<file path="src/spdfp_defs.svh">
// Purpose: Offsets, field positions and reset values of the post-divider block
// Assumes: Register byte address is four times the register index
// Notes:   Definitions only
`ifndef SPDFP_DEFS_SVH
`define SPDFP_DEFS_SVH

// ************************************************************
// Register indices of the three registers
// ************************************************************
`define SPDFP_IDX_S0D     8'h89
`define SPDFP_IDX_S1A     8'h8c
`define SPDFP_IDX_STAT    8'h92

// ************************************************************
// Control word fields
// ************************************************************
`define SPDFP_CW          24
`define SPDFP_KIND_HI     23
`define SPDFP_KIND_LO     20
`define SPDFP_BIT_STYLE   19
`define SPDFP_BIT_POL     18
`define SPDFP_KIND_ONES   4'hf
`define SPDFP_LF_S0D      2'h3
`define SPDFP_LF_S1A      2'h0

// ************************************************************
// Reset values and bus answers
// ************************************************************
`define SPDFP_RST_S0D     24'h000040
`define SPDFP_RST_S1A     24'h000002
`define SPDFP_RESP_OKAY   2'h0
`define SPDFP_RESP_SLVERR 2'h2

`endif

</file>
<file path="src/spdfp_pkg.sv">
// Purpose: Types shared by the post-divider block
// Assumes: Control word is 24 bits, kind field on top
// Notes:   Nothing here is imported; use spdfp_pkg::name
package spdfp_pkg;

   // ************************************************************
   // Control word layout
   // ************************************************************
   typedef struct packed {
      logic [3:0]  kind;
      logic        style;
      logic        pol;
      logic [1:0]  src;
      logic [15:0] rate;
   } spdfp_ctrl_type;

   // ************************************************************
   // Output kinds and register selects
   // ************************************************************
   typedef enum logic [1:0] {
      SPDFP_MODE_DIV,
      SPDFP_MODE_LF,
      SPDFP_MODE_FRAME
   } spdfp_mode_type;

   typedef enum logic [1:0] {
      SPDFP_SEL_D,
      SPDFP_SEL_A,
      SPDFP_SEL_STAT,
      SPDFP_SEL_NONE
   } spdfp_sel_type;

endpackage

</file>
<file path="src/spdfp_axil_regs.sv">
// Purpose: AXI4-Lite slave holding the two control words and serving a status word
// Assumes: One write and one read under way at a time
// Notes:   Unmapped addresses answer SLVERR; status writes are ignored
`timescale 1ns/10ps
`include "spdfp_defs.svh"
module spdfp_axil_regs #(
   parameter int ADDR_W = 12
) (
   // Clock and reset
   input  wire logic                  core_clk,
   input  wire logic                  nrst,
   // Write channels
   input  wire logic [ADDR_W-1:0]     awaddr,
   input  wire logic                  awvalid,
   output logic                       awready,
   input  wire logic [31:0]           wdata,
   input  wire logic [3:0]            wstrb,
   input  wire logic                  wvalid,
   output logic                       wready,
   output logic [1:0]                 bresp,
   output logic                       bvalid,
   input  wire logic                  bready,
   // Read channels
   input  wire logic [ADDR_W-1:0]     araddr,
   input  wire logic                  arvalid,
   output logic                       arready,
   output logic [31:0]                rdata,
   output logic [1:0]                 rresp,
   output logic                       rvalid,
   input  wire logic                  rready,
   // Block side
   output spdfp_pkg::spdfp_ctrl_type  ctrl_d_r,
   output spdfp_pkg::spdfp_ctrl_type  ctrl_a_r,
   output logic [1:0]                 load_r,
   input  wire logic [31:0]           stat
);

   function automatic spdfp_pkg::spdfp_sel_type dec(input logic [ADDR_W-1:0] a);
      if (a[ADDR_W-1:2] == (ADDR_W-2)'(`SPDFP_IDX_S0D)) return spdfp_pkg::SPDFP_SEL_D;
      if (a[ADDR_W-1:2] == (ADDR_W-2)'(`SPDFP_IDX_S1A)) return spdfp_pkg::SPDFP_SEL_A;
      if (a[ADDR_W-1:2] == (ADDR_W-2)'(`SPDFP_IDX_STAT)) return spdfp_pkg::SPDFP_SEL_STAT;
      return spdfp_pkg::SPDFP_SEL_NONE;
   endfunction

   function automatic logic [23:0] merge(input logic [23:0] old, input logic [31:0] d,
                                         input logic [3:0] s);
      logic [23:0] m;
      m = old;
      for (int b = 0; b < 3; b++) begin
         if (s[b]) m[8*b +: 8] = d[8*b +: 8];
      end
      return m;
   endfunction

   // ************************************************************
   // Write path
   // ************************************************************
   logic                      aw_got_r, w_got_r, aw_have, w_have, wr_fire, bvalid_nxt;
   logic [ADDR_W-1:0]         awaddr_r, wr_addr;
   logic [31:0]               wdata_r, wr_data;
   logic [3:0]                wstrb_r, wr_strb;
   spdfp_pkg::spdfp_sel_type  wr_sel;

   // Address and data may come in either order; the held copy wins
   assign aw_have    = aw_got_r | (awvalid & awready);
   assign w_have     = w_got_r | (wvalid & wready);
   assign wr_fire    = aw_have & w_have;
   assign wr_addr    = aw_got_r ? awaddr_r : awaddr;
   assign wr_data    = w_got_r ? wdata_r : wdata;
   assign wr_strb    = w_got_r ? wstrb_r : wstrb;
   assign wr_sel     = dec(wr_addr);
   assign bvalid_nxt = wr_fire | (bvalid & ~bready);

   always_ff @(posedge core_clk) begin
      if (!nrst) begin
         aw_got_r <= 1'b0;
         w_got_r  <= 1'b0;
         awaddr_r <= '0;
         wdata_r  <= '0;
         wstrb_r  <= '0;
         awready  <= 1'b0;
         wready   <= 1'b0;
         bvalid   <= 1'b0;
         bresp    <= `SPDFP_RESP_OKAY;
      end else begin
         aw_got_r <= aw_have & ~wr_fire;
         w_got_r  <= w_have & ~wr_fire;
         if (awvalid & awready) awaddr_r <= awaddr;
         if (wvalid & wready) begin
            wdata_r <= wdata;
            wstrb_r <= wstrb;
         end
         awready <= ~(aw_have & ~wr_fire) & ~bvalid_nxt;
         wready  <= ~(w_have & ~wr_fire) & ~bvalid_nxt;
         bvalid  <= bvalid_nxt;
         if (wr_fire) begin
            bresp <= (wr_sel == spdfp_pkg::SPDFP_SEL_NONE) ? `SPDFP_RESP_SLVERR
                                                           : `SPDFP_RESP_OKAY;
         end
      end
   end

   always_ff @(posedge core_clk) begin
      if (!nrst) begin
         ctrl_d_r <= `SPDFP_RST_S0D;
         ctrl_a_r <= `SPDFP_RST_S1A;
         load_r   <= 2'h0;
      end else begin
         load_r <= {wr_fire & (wr_sel == spdfp_pkg::SPDFP_SEL_A),
                    wr_fire & (wr_sel == spdfp_pkg::SPDFP_SEL_D)};
         if (wr_fire && wr_sel == spdfp_pkg::SPDFP_SEL_D) ctrl_d_r <= merge(ctrl_d_r, wr_data, wr_strb);
         if (wr_fire && wr_sel == spdfp_pkg::SPDFP_SEL_A) ctrl_a_r <= merge(ctrl_a_r, wr_data, wr_strb);
      end
   end

   // ************************************************************
   // Read path
   // ************************************************************
   logic rvalid_nxt;
   assign rvalid_nxt = (arvalid & arready) | (rvalid & ~rready);

   always_ff @(posedge core_clk) begin
      if (!nrst) begin
         arready <= 1'b0;
         rvalid  <= 1'b0;
         rdata   <= '0;
         rresp   <= `SPDFP_RESP_OKAY;
      end else begin
         arready <= ~rvalid_nxt;
         rvalid  <= rvalid_nxt;
         if (arvalid & arready) begin
            rresp <= `SPDFP_RESP_OKAY;
            unique case (dec(araddr))
               spdfp_pkg::SPDFP_SEL_D:    rdata <= {8'h00, ctrl_d_r};
               spdfp_pkg::SPDFP_SEL_A:    rdata <= {8'h00, ctrl_a_r};
               spdfp_pkg::SPDFP_SEL_STAT: rdata <= stat;
               spdfp_pkg::SPDFP_SEL_NONE: begin
                  rdata <= '0;
                  rresp <= `SPDFP_RESP_SLVERR;
               end
            endcase
         end
      end
   end

endmodule // spdfp_axil_regs

</file>
<file path="src/spdfp_top.sv">
// Purpose: Two configurable post-divider outputs: divided clock, low-frequency
//          clock or frame pulse, set by a 24-bit control word each
// Assumes: Synthesizer outputs arrive as one-cycle ticks, sibling clocks as
//          levels, all synchronous to core_clk
// Notes:   Channel 0 is the first synthesizer's divider D, channel 1 the
//          second synthesizer's divider A
//
// Contract
// - Bits 23:20 choose frame pulse, low-frequency clock or regular clock.
// - Divider D, kind all ones, source 11: clock at base2x over bits 15:0.
// - Divider D, kind all ones, other source: frame pulse one selected period wide.
// - Kind not all ones: clock at synthesizer over the whole word, high for half the word rounded up.
// - Frame mode bit 18 sets polarity; in regular mode it is a ratio bit, in low-frequency mode unused.
// - Frame mode bit 19: 0 centred boundary, 1 boundary at first edge.
// - Divider A frame mode: bits 15:0 count selected periods between pulses.
// - Divider A, kind all ones, source 00: clock at base2x over bits 15:0.
// - Divider A, regular mode: synthesizer divided by the whole 24-bit word.
// - Divider A source: 00 low-frequency, 01 B, 10 C, 11 D.
// - Outside all-ones kind, bits 17:16 are ratio bits, not a selector.
// - Divider D source: 00 A, 01 B, 10 C, 11 low-frequency.
`timescale 1ns/10ps
`include "spdfp_defs.svh"
module spdfp_top #(
   parameter int ADDR_W = 12
) (
   // Clock and reset
   input  wire logic               core_clk,
   input  wire logic               nrst,
   // AXI4-Lite write
   input  wire logic [ADDR_W-1:0]  awaddr,
   input  wire logic [2:0]         awprot,
   input  wire logic               awvalid,
   output logic                    awready,
   input  wire logic [31:0]        wdata,
   input  wire logic [3:0]         wstrb,
   input  wire logic               wvalid,
   output logic                    wready,
   output logic [1:0]              bresp,
   output logic                    bvalid,
   input  wire logic               bready,
   // AXI4-Lite read
   input  wire logic [ADDR_W-1:0]  araddr,
   input  wire logic [2:0]         arprot,
   input  wire logic               arvalid,
   output logic                    arready,
   output logic [31:0]             rdata,
   output logic [1:0]              rresp,
   output logic                    rvalid,
   input  wire logic               rready,
   // Synthesizer ticks
   input  wire logic               first_synthesizer_tick,
   input  wire logic               first_synthesizer_base2x_tick,
   input  wire logic               second_synthesizer_tick,
   input  wire logic               second_synthesizer_base2x_tick,
   // Sibling post-divider clocks
   input  wire logic [2:0]         first_synthesizer_sib_clk,
   input  wire logic [2:0]         second_synthesizer_sib_clk,
   // Derived outputs
   output logic                    post_div_d_out,
   output logic                    post_div_a_out
);

   localparam logic [1:0] LF_CODE [2] = '{`SPDFP_LF_S0D, `SPDFP_LF_S1A};

   // ************************************************************
   // Decoding helpers
   // ************************************************************
   function automatic spdfp_pkg::spdfp_mode_type mode_of(input spdfp_pkg::spdfp_ctrl_type c,
                                                         input logic [1:0] lf);
      if (c.kind != `SPDFP_KIND_ONES) return spdfp_pkg::SPDFP_MODE_DIV;
      if (c.src == lf) return spdfp_pkg::SPDFP_MODE_LF;
      return spdfp_pkg::SPDFP_MODE_FRAME;
   endfunction

   // Sibling lines are packed in source order with the low-frequency code removed
   function automatic logic [1:0] sib_idx(input logic [1:0] src, input logic [1:0] lf);
      // Low-frequency code maps to line 0 so the index never leaves the vector
      if (src == lf) return 2'h0;
      return (src > lf) ? src - 2'h1 : src;
   endfunction

   // ************************************************************
   // Signals
   // ************************************************************
   spdfp_pkg::spdfp_ctrl_type  ctrl_w      [2];
   spdfp_pkg::spdfp_mode_type  mode_w      [2];
   logic [1:0]                 load_w;
   logic [31:0]                stat_w;
   logic                       synth_tick_w[2];
   logic                       base_tick_w [2];
   logic [2:0]                 sib_w       [2];
   logic [`SPDFP_CW-1:0]       n_w         [2];
   logic [`SPDFP_CW-1:0]       last_w      [2];
   logic [`SPDFP_CW-1:0]       half_w      [2];
   logic [`SPDFP_CW-1:0]       cnt_nxt_w   [2];
   logic [`SPDFP_CW-1:0]       cnt_r       [2];
   logic [1:0]                 tick_w;
   logic [1:0]                 wrap_w;
   logic [1:0]                 sel_lvl_w;
   logic [1:0]                 rise_w;
   logic [1:0]                 fall_w;
   logic [1:0]                 act_nxt_w;
   logic [1:0]                 sel_prev_r;
   logic [1:0]                 act_r;
   logic [1:0]                 out_r;

   assign synth_tick_w[0] = first_synthesizer_tick;
   assign synth_tick_w[1] = second_synthesizer_tick;
   assign base_tick_w[0]  = first_synthesizer_base2x_tick;
   assign base_tick_w[1]  = second_synthesizer_base2x_tick;
   assign sib_w[0]        = first_synthesizer_sib_clk;
   assign sib_w[1]        = second_synthesizer_sib_clk;
   assign post_div_d_out  = out_r[0];
   assign post_div_a_out  = out_r[1];
   assign stat_w          = {26'h0, 2'(mode_w[1]), 2'(mode_w[0]), out_r};

   // ************************************************************
   // Register bus
   // ************************************************************
   spdfp_axil_regs #(
      .ADDR_W   (ADDR_W)
   ) spdfp_axil_regs_i (
      .core_clk (core_clk),
      .nrst     (nrst),
      .awaddr   (awaddr),
      .awvalid  (awvalid),
      .awready  (awready),
      .wdata    (wdata),
      .wstrb    (wstrb),
      .wvalid   (wvalid),
      .wready   (wready),
      .bresp    (bresp),
      .bvalid   (bvalid),
      .bready   (bready),
      .araddr   (araddr),
      .arvalid  (arvalid),
      .arready  (arready),
      .rdata    (rdata),
      .rresp    (rresp),
      .rvalid   (rvalid),
      .rready   (rready),
      .ctrl_d_r (ctrl_w[0]),
      .ctrl_a_r (ctrl_w[1]),
      .load_r   (load_w),
      .stat     (stat_w)
   );

   // ************************************************************
   // Output channels
   // ************************************************************
   for (genvar i = 0; i < 2; i++) begin : g_chan
      logic [`SPDFP_CW-1:0] n_eff;

      always_comb begin
         mode_w[i] = mode_of(ctrl_w[i], LF_CODE[i]);
         sel_lvl_w[i] = sib_w[i][sib_idx(ctrl_w[i].src, LF_CODE[i])];
         rise_w[i]    = sel_lvl_w[i] & ~sel_prev_r[i];
         fall_w[i]    = ~sel_lvl_w[i] & sel_prev_r[i];
         unique case (mode_w[i])
            spdfp_pkg::SPDFP_MODE_DIV: begin
               n_w[i]    = ctrl_w[i];
               tick_w[i] = synth_tick_w[i];
            end
            spdfp_pkg::SPDFP_MODE_LF: begin
               n_w[i]    = {8'h00, ctrl_w[i].rate};
               tick_w[i] = base_tick_w[i];
            end
            spdfp_pkg::SPDFP_MODE_FRAME: begin
               n_w[i]    = {8'h00, ctrl_w[i].rate};
               tick_w[i] = rise_w[i];
            end
         endcase
         // A zero ratio is taken as one to keep the counter bounded
         n_eff        = (n_w[i] == '0) ? `SPDFP_CW'(1) : n_w[i];
         last_w[i]    = n_eff - `SPDFP_CW'(1);
         half_w[i]    = `SPDFP_CW'((25'(n_eff) + 25'h1) >> 1);
         wrap_w[i]    = (cnt_r[i] >= last_w[i]);
         cnt_nxt_w[i] = wrap_w[i] ? '0 : cnt_r[i] + `SPDFP_CW'(1);
         if (ctrl_w[i].style) begin
            act_nxt_w[i] = rise_w[i] ? wrap_w[i] : act_r[i];
         end else begin
            act_nxt_w[i] = fall_w[i] ? (cnt_r[i] == last_w[i]) : act_r[i];
         end
      end

      always_ff @(posedge core_clk) begin
         if (!nrst) begin
            cnt_r[i] <= '0;
         end else if (load_w[i]) begin
            cnt_r[i] <= '0;
         end else if (tick_w[i]) begin
            cnt_r[i] <= cnt_nxt_w[i];
         end
      end

      always_ff @(posedge core_clk) begin
         if (!nrst) begin
            sel_prev_r[i] <= 1'b0;
         end else begin
            sel_prev_r[i] <= sel_lvl_w[i];
         end
      end

      always_ff @(posedge core_clk) begin
         if (!nrst) begin
            // Reset words are divide mode; start high as after a load
            act_r[i] <= 1'b0;
            out_r[i] <= 1'b1;
         end else if (load_w[i]) begin
            act_r[i] <= 1'b0;
            out_r[i] <= (mode_w[i] == spdfp_pkg::SPDFP_MODE_FRAME) ? ctrl_w[i].pol : 1'b1;
         end else if (mode_w[i] == spdfp_pkg::SPDFP_MODE_FRAME) begin
            act_r[i] <= act_nxt_w[i];
            out_r[i] <= act_nxt_w[i] ^ ctrl_w[i].pol;
         end else begin
            act_r[i] <= 1'b0;
            if (tick_w[i]) begin
               out_r[i] <= (cnt_nxt_w[i] < half_w[i]);
            end
         end
      end
   end
endmodule // spdfp_top

</file>
<file path="config.mk">
export PLATFORM = sky130hd
export DESIGN_NAME = spdfp_top
export DESIGN_NICKNAME = d
export VERILOG_FILES = /design/src/spdfp_pkg.sv /design/src/spdfp_axil_regs.sv /design/src/spdfp_top.sv
export VERILOG_INCLUDE_DIRS = /design/src
export SDC_FILE = /design/constraint.sdc
export NUM_CORES = 1
export LEC_CHECK = 0
export BUFFER_PORTS_ARGS = -buffer_cell sky130_fd_sc_hd__buf_2
export CAP_MARGIN = 20
export CORE_MARGIN = 2
export CORE_UTILIZATION = 50
export CTS_CLUSTER_DIAMETER = 100
export DETAILED_ROUTE_END_ITERATION = 12
export GPL_ROUTABILITY_DRIVEN = 1
export MAX_ROUTING_LAYER = met4
export PLACE_DENSITY_LB_ADDON = 0.05
export SLEW_MARGIN = 20
export SYNTH_ARGS = -nofsm -noshare
export SYNTH_HDL_FRONTEND = slang
export SYNTH_SLANG_ARGS = --single-unit
</file>
<file path="constraint.sdc">
create_clock -name core_clk -period 5.45 [get_ports core_clk]
set_clock_uncertainty 0.05 [all_clocks]
set_input_delay 0.545 -clock core_clk [delete_from_list [all_inputs] [get_ports core_clk]]
set_output_delay 0.545 -clock core_clk [all_outputs]
set_load 0.02 [all_outputs]
</file>
After elaboration in Yosys (flattened, before gate mapping):

Memory sizes are Yosys's and may differ from the RTL's.
Cells that the tools add are included.

* flip-flop bits (word level): 138
* memory bits (writable): 48
* bits of input ports: 83
* output and inout port bits: 43
* logic and storage cells: 233
* memories kept: 1

* add/subtract/negate cells: 8
* $lt $le $gt $ge: 8
* equal/unequal tests: 20
* mux-type cells: 103
* bitwise logic cells: 40
* reductions and logical operators: 21

Memory list
* cnt_r: depth 2, width 24, rd ports 2, clocked after memory_dff 0, write ports 2, RTL line spdfp_top.sv:96 `` logic [`SPDFP_CW-1:0] cnt_r [2]; ``

Operators with widths (count)
* $mux 24: 9
* $pmux 32 s4: 1
* $pmux 24 s2: 2
* $eq 10x8->1 const B: 6
* $mux 2: 30
* $mux 1: 55
* $add 24x1->25 const B: 2
* $add 24x1->24 const B: 2
* $eq 24x24->1: 2
* $ge 24x24->1: 2
* $logic_not 24->1: 2
* $lt 24x24->1: 2
* $sub 24x1->24 const B: 2
* $and 1x1->1: 16
* $not 1->1: 14
* $eq 2x2->1 const B: 6
* $mux 12: 1
* $reduce_and 2->1: 6
* $logic_not 2->1: 5
* $eq 2x1->1 const B: 4
* $ne 4x4->1 const B: 2
* $or 1x1->1: 8
* $lt 2x3->1 const B: 2
* $pmux 1 s3: 2
* 10 further kinds: 17

Longest topological paths before layout:

Gate-level depths: netlist of run 1.

* depth in word-level cells: 18
* depth in mapped cells: 30
* gate-level depth less buffers: 25

Modules after synthesis:

Synthesis of run 1 repeated with hierarchy kept, for this count alone.

* cell total of the unflattened synthesis: 1550
* area total of the unflattened synthesis: 12901.1 um^2

By module, submodules not included
* spdfp_top: times used 1, cells an instance 916, area an instance 7248.2 um^2, sequential area each 1561.5 um^2
* spdfp_axil_regs: times used 1, cells an instance 634, area an instance 5652.9 um^2, sequential area each 2562.5 um^2

Worst setup path before layout of run 1:

No wires, ideal clock.

* path type: reg-to-reg
* start: reg spdfp_axil_regs_i.ctrl_d_r[4] (netlist bit)
* end: reg out_r[0], in the netlist post_div_d_out
* setup time: 0.074 ns
* data arrival time: 5.730 ns
* data required time: 5.326 ns
* path slack: -0.404 ns
* cell stages (with the launch flop): 30
* path buffers: 4
* clock period less this slack: 5.854 ns
* cells stage by stage: dfxtp_1 > buf_6 > or4_4 > or4_4 > nor3_1 > a21oi_1 > ha_1 > nand2_1 > or3_1 > buf_6 > nor2_1 > a31oi_1 > o221ai_1 > ha_1 > nand4_1 > nor3_1 > o31ai_1 > nand2b_1 > clkbuf_1 > clkbuf_1 > nor2_1 > ha_1 > a21oi_1 > o21ai_0 > a2111oi_0 > o311ai_0 > o211ai_1 > a21oi_1 > a21o_1 > a31oi_1

RTL lines
* start, declared: RTL line spdfp_axil_regs.sv:32 `output spdfp_pkg::spdfp_ctrl_type ctrl_d_r,`
* start signal, assigned: RTL line spdfp_axil_regs.sv:105 `` ctrl_d_r <= `SPDFP_RST_S0D; ``
* start signal, assigned: RTL line spdfp_axil_regs.sv:111 `if (wr_fire && wr_sel == spdfp_pkg::SPDFP_SEL_D) ctrl_d_r <= merge(ctrl_d_r, wr_data, wr_strb);`
* end signal, assigned by index: RTL line spdfp_top.sv:211 `out_r[i] <= (mode_w[i] == spdfp_pkg::SPDFP_MODE_FRAME) ? ctrl_w[i].pol : 1'b1;`
* end signal, assigned by index: RTL line spdfp_top.sv:214 `out_r[i] <= act_nxt_w[i] ^ ctrl_w[i].pol;`
* end signal, assigned by index: RTL line spdfp_top.sv:218 `out_r[i] <= (cnt_nxt_w[i] < half_w[i]);`
* end, declared: RTL line spdfp_top.sv:105 `logic [1:0] out_r;`

==> out/results.ini, run 1 <==
[clocking]
worst_skew_pair.late_latency_ps=440
h-tree-depth=4
cts_buffers=17
clockBufferDepth=2
cts_tree=built
cts.sinks=174
path_clk_slew_ps=80
root_buffer=clkbuf_16
cts_hold_buffers=0

[yosys]
synth_seq_cells=174
syn_area_per_cell_sq_um=8.21
yosys_warnings=0
synth_commonest_cells=nor2_1 (212), nand2_1 (170), dfxtp_1 (126), ha_1 (100), a21oi_1 (89)
synth-main-ff-cell=dfxtp_1
synth.top_cell.area_share_pct=20.8
ys_top_cells_by_area=dfxtp_1 (21%), edfxtp_1 (12%), ha_1 (10%), nor2_1 (6.6%), nand2_1 (5.3%)
synth.most_common_cell=nor2_1
async_reset_ff_share_pct=0
yosysTopAreaCell=dfxtp_1
syn-instance-count=1474
seq_area_frac_synth_pct=32.8
synth_cell_types=66
synth-edff-count=48
netlist_area_sq_um=12100

[route]
post-route-drc-count=0
routedWlPerCell_um=18.0
dr.pass1.iters=5
dr_total_vias=11000
drtIter0Drc=1024
drtAntennaViolNets=0
vias_per_cell=5.67
drt-total-wl_um=34900

[floorplanning]
dieWidth_um=160
dieArea_sq_um=25500
io_pins=126
core_sq_um=23600
num_rows=56
start_util_pct=51.3
die_height_um=160

[setup_path]
worstSetupPathType=reg -> reg
crit_slowest_cell=or4_4
max_stage_delay_ps=560
cp-start-kind=flip-flop
cp_max_fo=6
worstPathArrival_ps=5870
path_common_cell=buf_4
cp-end-kind=flip-flop
crit_required_ps=5760

[timing]
fmax_mhz=180
setup_viol=2
worst_pin_slew_ps=1070
slew_viol_final=0
finalCritPeriodShare_pct=102
fin_ws_ps=-114
hold_slack_ps=288
final-hold-violation-count=0
layout_min_cycle_time_ps=5560
relSlewSlack_pct=28.7
rsz0062_at_grt=true

[layout]
num-fill-cells=2156
diodes=0
syn_to_final_growth_pct=19.4
finish.utilization_pct=61.2
nNetsFinal=1789
drive_gt1_share_pct=21.4

[run]
cap_violations=0

[global_route]
grt_pass1_vias=10200
grt_overflow=0
grt_start_max_net_pins=100
antenna_found_initial=1
grt.total_usage_pct=27.9
grt_pass1_wl_um=55100

[hold_path]
hp-class=in -> reg

[pwr]
finalPower_w=0.00335
power_density_nw_per_um2=232
p_leak_nw=5.71
ir_drop_v=0.000174

[place]
place_ws_ps=-440
dp_hpwl_um=26000
portBuffers=96
place.gp.congestion=0.891

[run_status]
violations=setup timing
status=finished with violations

==> cell type report <==
cell class	count	area, sq um	area share, %
flip-flops and latches	174	3970	27.5
inverters	32	121	0.840
clock inverters	15	211	1.46
repair buffers	211	1370	9.49
clock buffers	17	425	2.95
well taps	319	399	2.76
multi-input cells	1170	7950	55.1
==> critical path, delay by kind of cell, from the launching register on <==
family | cells | cell delay [ps]
compound gates | 10 | 1820
buf+inv | 4 | 630
simple gates | 8 | 1760
fa+ha+maj | 3 | 770
xor+xnor | 1 | 120
flops | 1 | 320
==> what timing repair did <==
action	in CTS	in global routing
gates cloned	1	0
buffers inserted	2	2
pin swaps	13	9
setup endpoints to repair	2	2
resized for setup	39	27
==> kinds of logic after synthesis <==
group | synth area share (%)
buffers and inverters | 4.98
AOI/OAI and AO/OA | 11.3
xor gates and xnor gates | 8.40
and+or+nand+nor | 24.9
muxes | 7.26
DFF | 32.8
adders and majority gates | 10.3
other | 0.0621
==> layout by cell type (no fill, tap or decap), types with 15 or more instances in the layout <==
master	instances
a21o_1	17
nor3_1	71
ha_1	93
clkbuf_16	17
mux2i_1	54
mux2_2	30
a21oi_1	83
and3_1	15
edfxtp_1	48
dfxtp_1	125
nand4_1	29
xor2_1	55
nand2_1	168
o21ai_0	17
inv_1	31
buf_2	97
nor2_1	201
nand3_1	48
a221oi_1	18
xnor2_1	61
buf_4	111
==> sequential cells by signal (all words and copies together), names as in the netlist, 2 cells and up <==
register,flops
cnt_r,48
spdfp_axil_regs_i.ctrl_a_r,24
spdfp_axil_regs_i.ctrl_d_r,24
spdfp_axil_regs_i.rdata,24
spdfp_axil_regs_i.wdata_r,24
spdfp_axil_regs_i.awaddr_r,10
spdfp_axil_regs_i.wstrb_r,3
act_r,2
sel_prev_r,2
spdfp_axil_regs_i.load_r,2
==> power breakdown <==
| group | internal, W | switching, W | leakage [nW] | total [W] |
|---|---|---|---|---|
| clock | 0.000713 | 0.000634 | 0.314 | 0.00135 |
| combinational | 0.000232 | 0.000335 | 3.84 | 0.000567 |
| sequential | 0.00138 | 0.0000515 | 1.56 | 0.00143 |
| total | 0.00233 | 0.00102 | 5.71 | 0.00335 |
==> stage by stage <==
stage / TNS, ps / cell area [sq um] / cells
global placement: -471 / 13500 / 1901
finish: -121 / 14400 / 1938
floorplan: 0 / 12200 / 1484
CTS: -25.3 / 14300 / 1936
global route: -595 / 14400 / 1938
detailed placement: -606 / 13500 / 1901
==> path summary, 6_finish.rpt <==
check / from / end / slack (ps) / depth (start not counted)
worst max register to register: spdfp_axil_regs_i.ctrl_d_r[4]$_SDFFE_PN0P_ / post_div_d_out$_SDFFE_PN1P_ / -110 / 26
worst max-delay path: spdfp_axil_regs_i.ctrl_d_r[4]$_SDFFE_PN0P_ / post_div_d_out$_SDFFE_PN1P_ / -110 / 26
worst min register to register: spdfp_axil_regs_i.wdata_r[12]$_SDFFE_PN0P_ / spdfp_axil_regs_i.wdata_r[12]$_SDFFE_PN0P_ / 400 / 2
worst min-delay path: awaddr[2] / spdfp_axil_regs_i.awaddr_r[2]$_SDFFE_PN0P_ / 290 / 3
==> per-layer routing <==
metal	share of wire [%]	up-vias	global-route usage [%]
met4	1.4	0	5.79
met1	49	5175	40.5
met3	5.5	39	3.86
met5	0	-	-
met2	44	310	41.4
li1	-	5462	-
(Power assumes the default switching activity.)
==> run 2: changes to the inputs <==
CORE_UTILIZATION = 55   (was 50)
SKIP_LAST_GASP = 1   (was not set)
==> out/results.ini, run 2 (same netlist as run 1, synthesis figures left out) <==
[clocking]
cts_buffers=17  ; unchanged
path_clk_slew_ps=80  ; about the same
root_buffer=clkbuf_16
worst_skew_pair.late_latency_ps=440  ; about the same
cts_tree=built
clockBufferDepth=2  ; unchanged
cts.sinks=174  ; unchanged
h-tree-depth=4  ; unchanged
cts_hold_buffers=0  ; unchanged

[route]
dr_total_vias=11200  ; +1.6%
dr.pass1.iters=5  ; unchanged
wl_met1_um=15000  ; -13%
drtIter0Drc=803  ; -22%
drtAntennaViolNets=0  ; unchanged
routedWlPerCell_um=18.1  ; +0.50%
vias_per_cell=5.84  ; +3.1%
met3_length_um=2180  ; +13%
post-route-drc-count=0  ; unchanged
drt-total-wl_um=34500  ; -0.95%
dr.max_layer_used=met4
met2_length_um=16600  ; +8.7%

[setup_path]
critPathLaunch=spdfp_axil_regs_i.ctrl_a_r[8]$_SDFFE_PN0P_
reg2reg_from=spdfp_axil_regs_i.ctrl_a_r[8]$_SDFFE_PN0P_
cp_max_fo=18  ; +12
worstSetupPathType=reg -> reg
r2r-end=post_div_a_out$_SDFFE_PN1P_
r2r_slack_ps=-40  ; +70 ps
worstPathArrival_ps=5830  ; -40 ps
crit_required_ps=5790  ; +30 ps
cp-start-kind=flip-flop
cp-end-kind=flip-flop
reg2regPathDepth=23  ; -12%
crit_end=post_div_a_out$_SDFFE_PN1P_

[timing]
relSlewSlack_pct=31.7  ; +3.0 points
finalCritPeriodShare_pct=101  ; -1.3 points
fmax_mhz=182  ; +1.3%
slew_viol_final=0  ; unchanged
rsz0062_at_grt=true
fin_ws_ps=-44.8  ; +69.6 ps
setup_viol=2  ; unchanged
worst_pin_slew_ps=1020  ; -47.2 ps
layout_min_cycle_time_ps=5490  ; -69.6 ps
final-hold-violation-count=0  ; unchanged
fin_tns_setup_ps=-73.9  ; +46.7 ps

[place]
dp_hpwl_um=26100  ; +0.36%
place.gp.congestion=0.934  ; +4.8%
portBuffers=96  ; unchanged

[global_route]
grt_overflow=0  ; unchanged
grt_start_max_net_pins=60  ; -40%
antenna_found_initial=0  ; -1
grt_pass1_vias=10500  ; +3.2%
grt_pass1_wl_um=54900  ; -0.44%
grt.total_usage_pct=30.2  ; +2.3 points

[floorplanning]
die_height_um=152  ; -4.5%
dieWidth_um=152  ; -4.5%
num_rows=54  ; -3.6%
io_pins=126  ; unchanged
dieArea_sq_um=23200  ; -8.9%
core_sq_um=21700  ; -8.1%
start_util_pct=55.8  ; +4.5 points

[pwr]
power_density_nw_per_um2=230  ; -0.72%
ir_drop_v=0.000202  ; +16%
p_leak_nw=5.76  ; +0.86%
finalPower_w=0.00331  ; -1.1%

[layout]
drive_gt1_share_pct=21.0  ; -0.45 points
diodes=0  ; unchanged
layout_commonest_cell=nor2_1
regMostFlops=cnt_r
most-common-layout-cells=nor2_1 (202), nand2_1 (170), dfxtp_1 (125)
syn_to_final_growth_pct=18.9
nNetsFinal=1800  ; +0.61%
finish.utilization_pct=66.3  ; +5.2 points
largest_reg_flops=48  ; unchanged
num-fill-cells=1856  ; -14%

[run]
cap_violations=0  ; unchanged

[run_status]
violations=setup timing
status=finished with violations

[hold_path]
hp-class=in -> reg

run 2: cell count changes in the layout (fill, tap and decap cells not counted), sizes merged:
cell / change
buf: +10
bufbuf: +1
bufinv: -1
clkinv: +3
inv: -2
run 2: worst min-delay path by stage:
stage / startpoint / to / slack [ps] / cells after the start
floorplan: spdfp_axil_regs_i.awaddr_r[9]$_SDFFE_PN0P_ / spdfp_axil_regs_i.awaddr_r[9]$_SDFFE_PN0P_ / 380 / 2
global placement: spdfp_axil_regs_i.wdata_r[8]$_SDFFE_PN0P_ / spdfp_axil_regs_i.wdata_r[8]$_SDFFE_PN0P_ / 390 / 2
detailed placement: spdfp_axil_regs_i.awaddr_r[9]$_SDFFE_PN0P_ / spdfp_axil_regs_i.awaddr_r[9]$_SDFFE_PN0P_ / 400 / 2
CTS: awaddr[10] / spdfp_axil_regs_i.awaddr_r[10]$_SDFFE_PN0P_ / 280 / 3
global route: awaddr[8] / spdfp_axil_regs_i.awaddr_r[8]$_SDFFE_PN0P_ / 280 / 3
finish: awaddr[10] / spdfp_axil_regs_i.awaddr_r[10]$_SDFFE_PN0P_ / 290 / 3
run 2: critical path, stage by stage (launching register included):
cell       delay (ps)
dfxtp_2           330
or4_4             550
buf_6             140
or4_4             480
or3_4             370
or2_4             250
o211ai_1          160
o31a_1            190
ha_1              240
nand3_2           110
nor4_4             60
o211a_1           110
or4_4             520
buf_6             150
buf_12            150
nor2_2            120
ha_1              260
nand4_1           160
nor3_4             60
nor3b_4           150
a2111oi_2         290
nand3_1           140
a311oi_2          240
a211o_1           130
run 2: routing by layer:
metal / global-route usage (%) / vias to the layer above
met1: 38.6 / 5248
li1: - / 5459
met2: 49.9 / 395
met3: 4.61 / 57
met4: 8.14 / 0
met5: - / -
run 2: repair_timing:
action	4_1_cts	5_1_grt
pin swaps	13	3
buffers inserted	3	0
setup endpoints to repair	2	2
gates resized for setup	41	9
gates cloned	1	0
run 2: through the flow:
stage               cell area [sq um]  worst slack, ps  hold WS (ps)  cells
floorplan                       12200            0.346           382   1484
global placement                13500             -211           388   1874
detailed placement              13500             -255           396   1874
CTS                             14300            -8.97           283   1910
global route                    14400             -433           282   1910
finish                          14400            -44.8           294   1910
run 2: area by class of cell:
type                    instances  area [sq um]  area share (%)
clock buffers                  17           425            2.96
inverters                      32           121           0.844
multi-input cells            1170          7840            54.5
flip-flops and latches        174          3970            27.6
clock inverters                15           211            1.47
repair buffers                222          1480            10.3
well taps                     280           350            2.44
run 2: report_power, final:
part           switching [W]  leakage [nW]  internal (W)
Combinational       0.000331          3.89      0.000244
Sequential         0.0000527          1.56       0.00138
Clock               0.000626         0.308      0.000673
Total                0.00101          5.76       0.00230
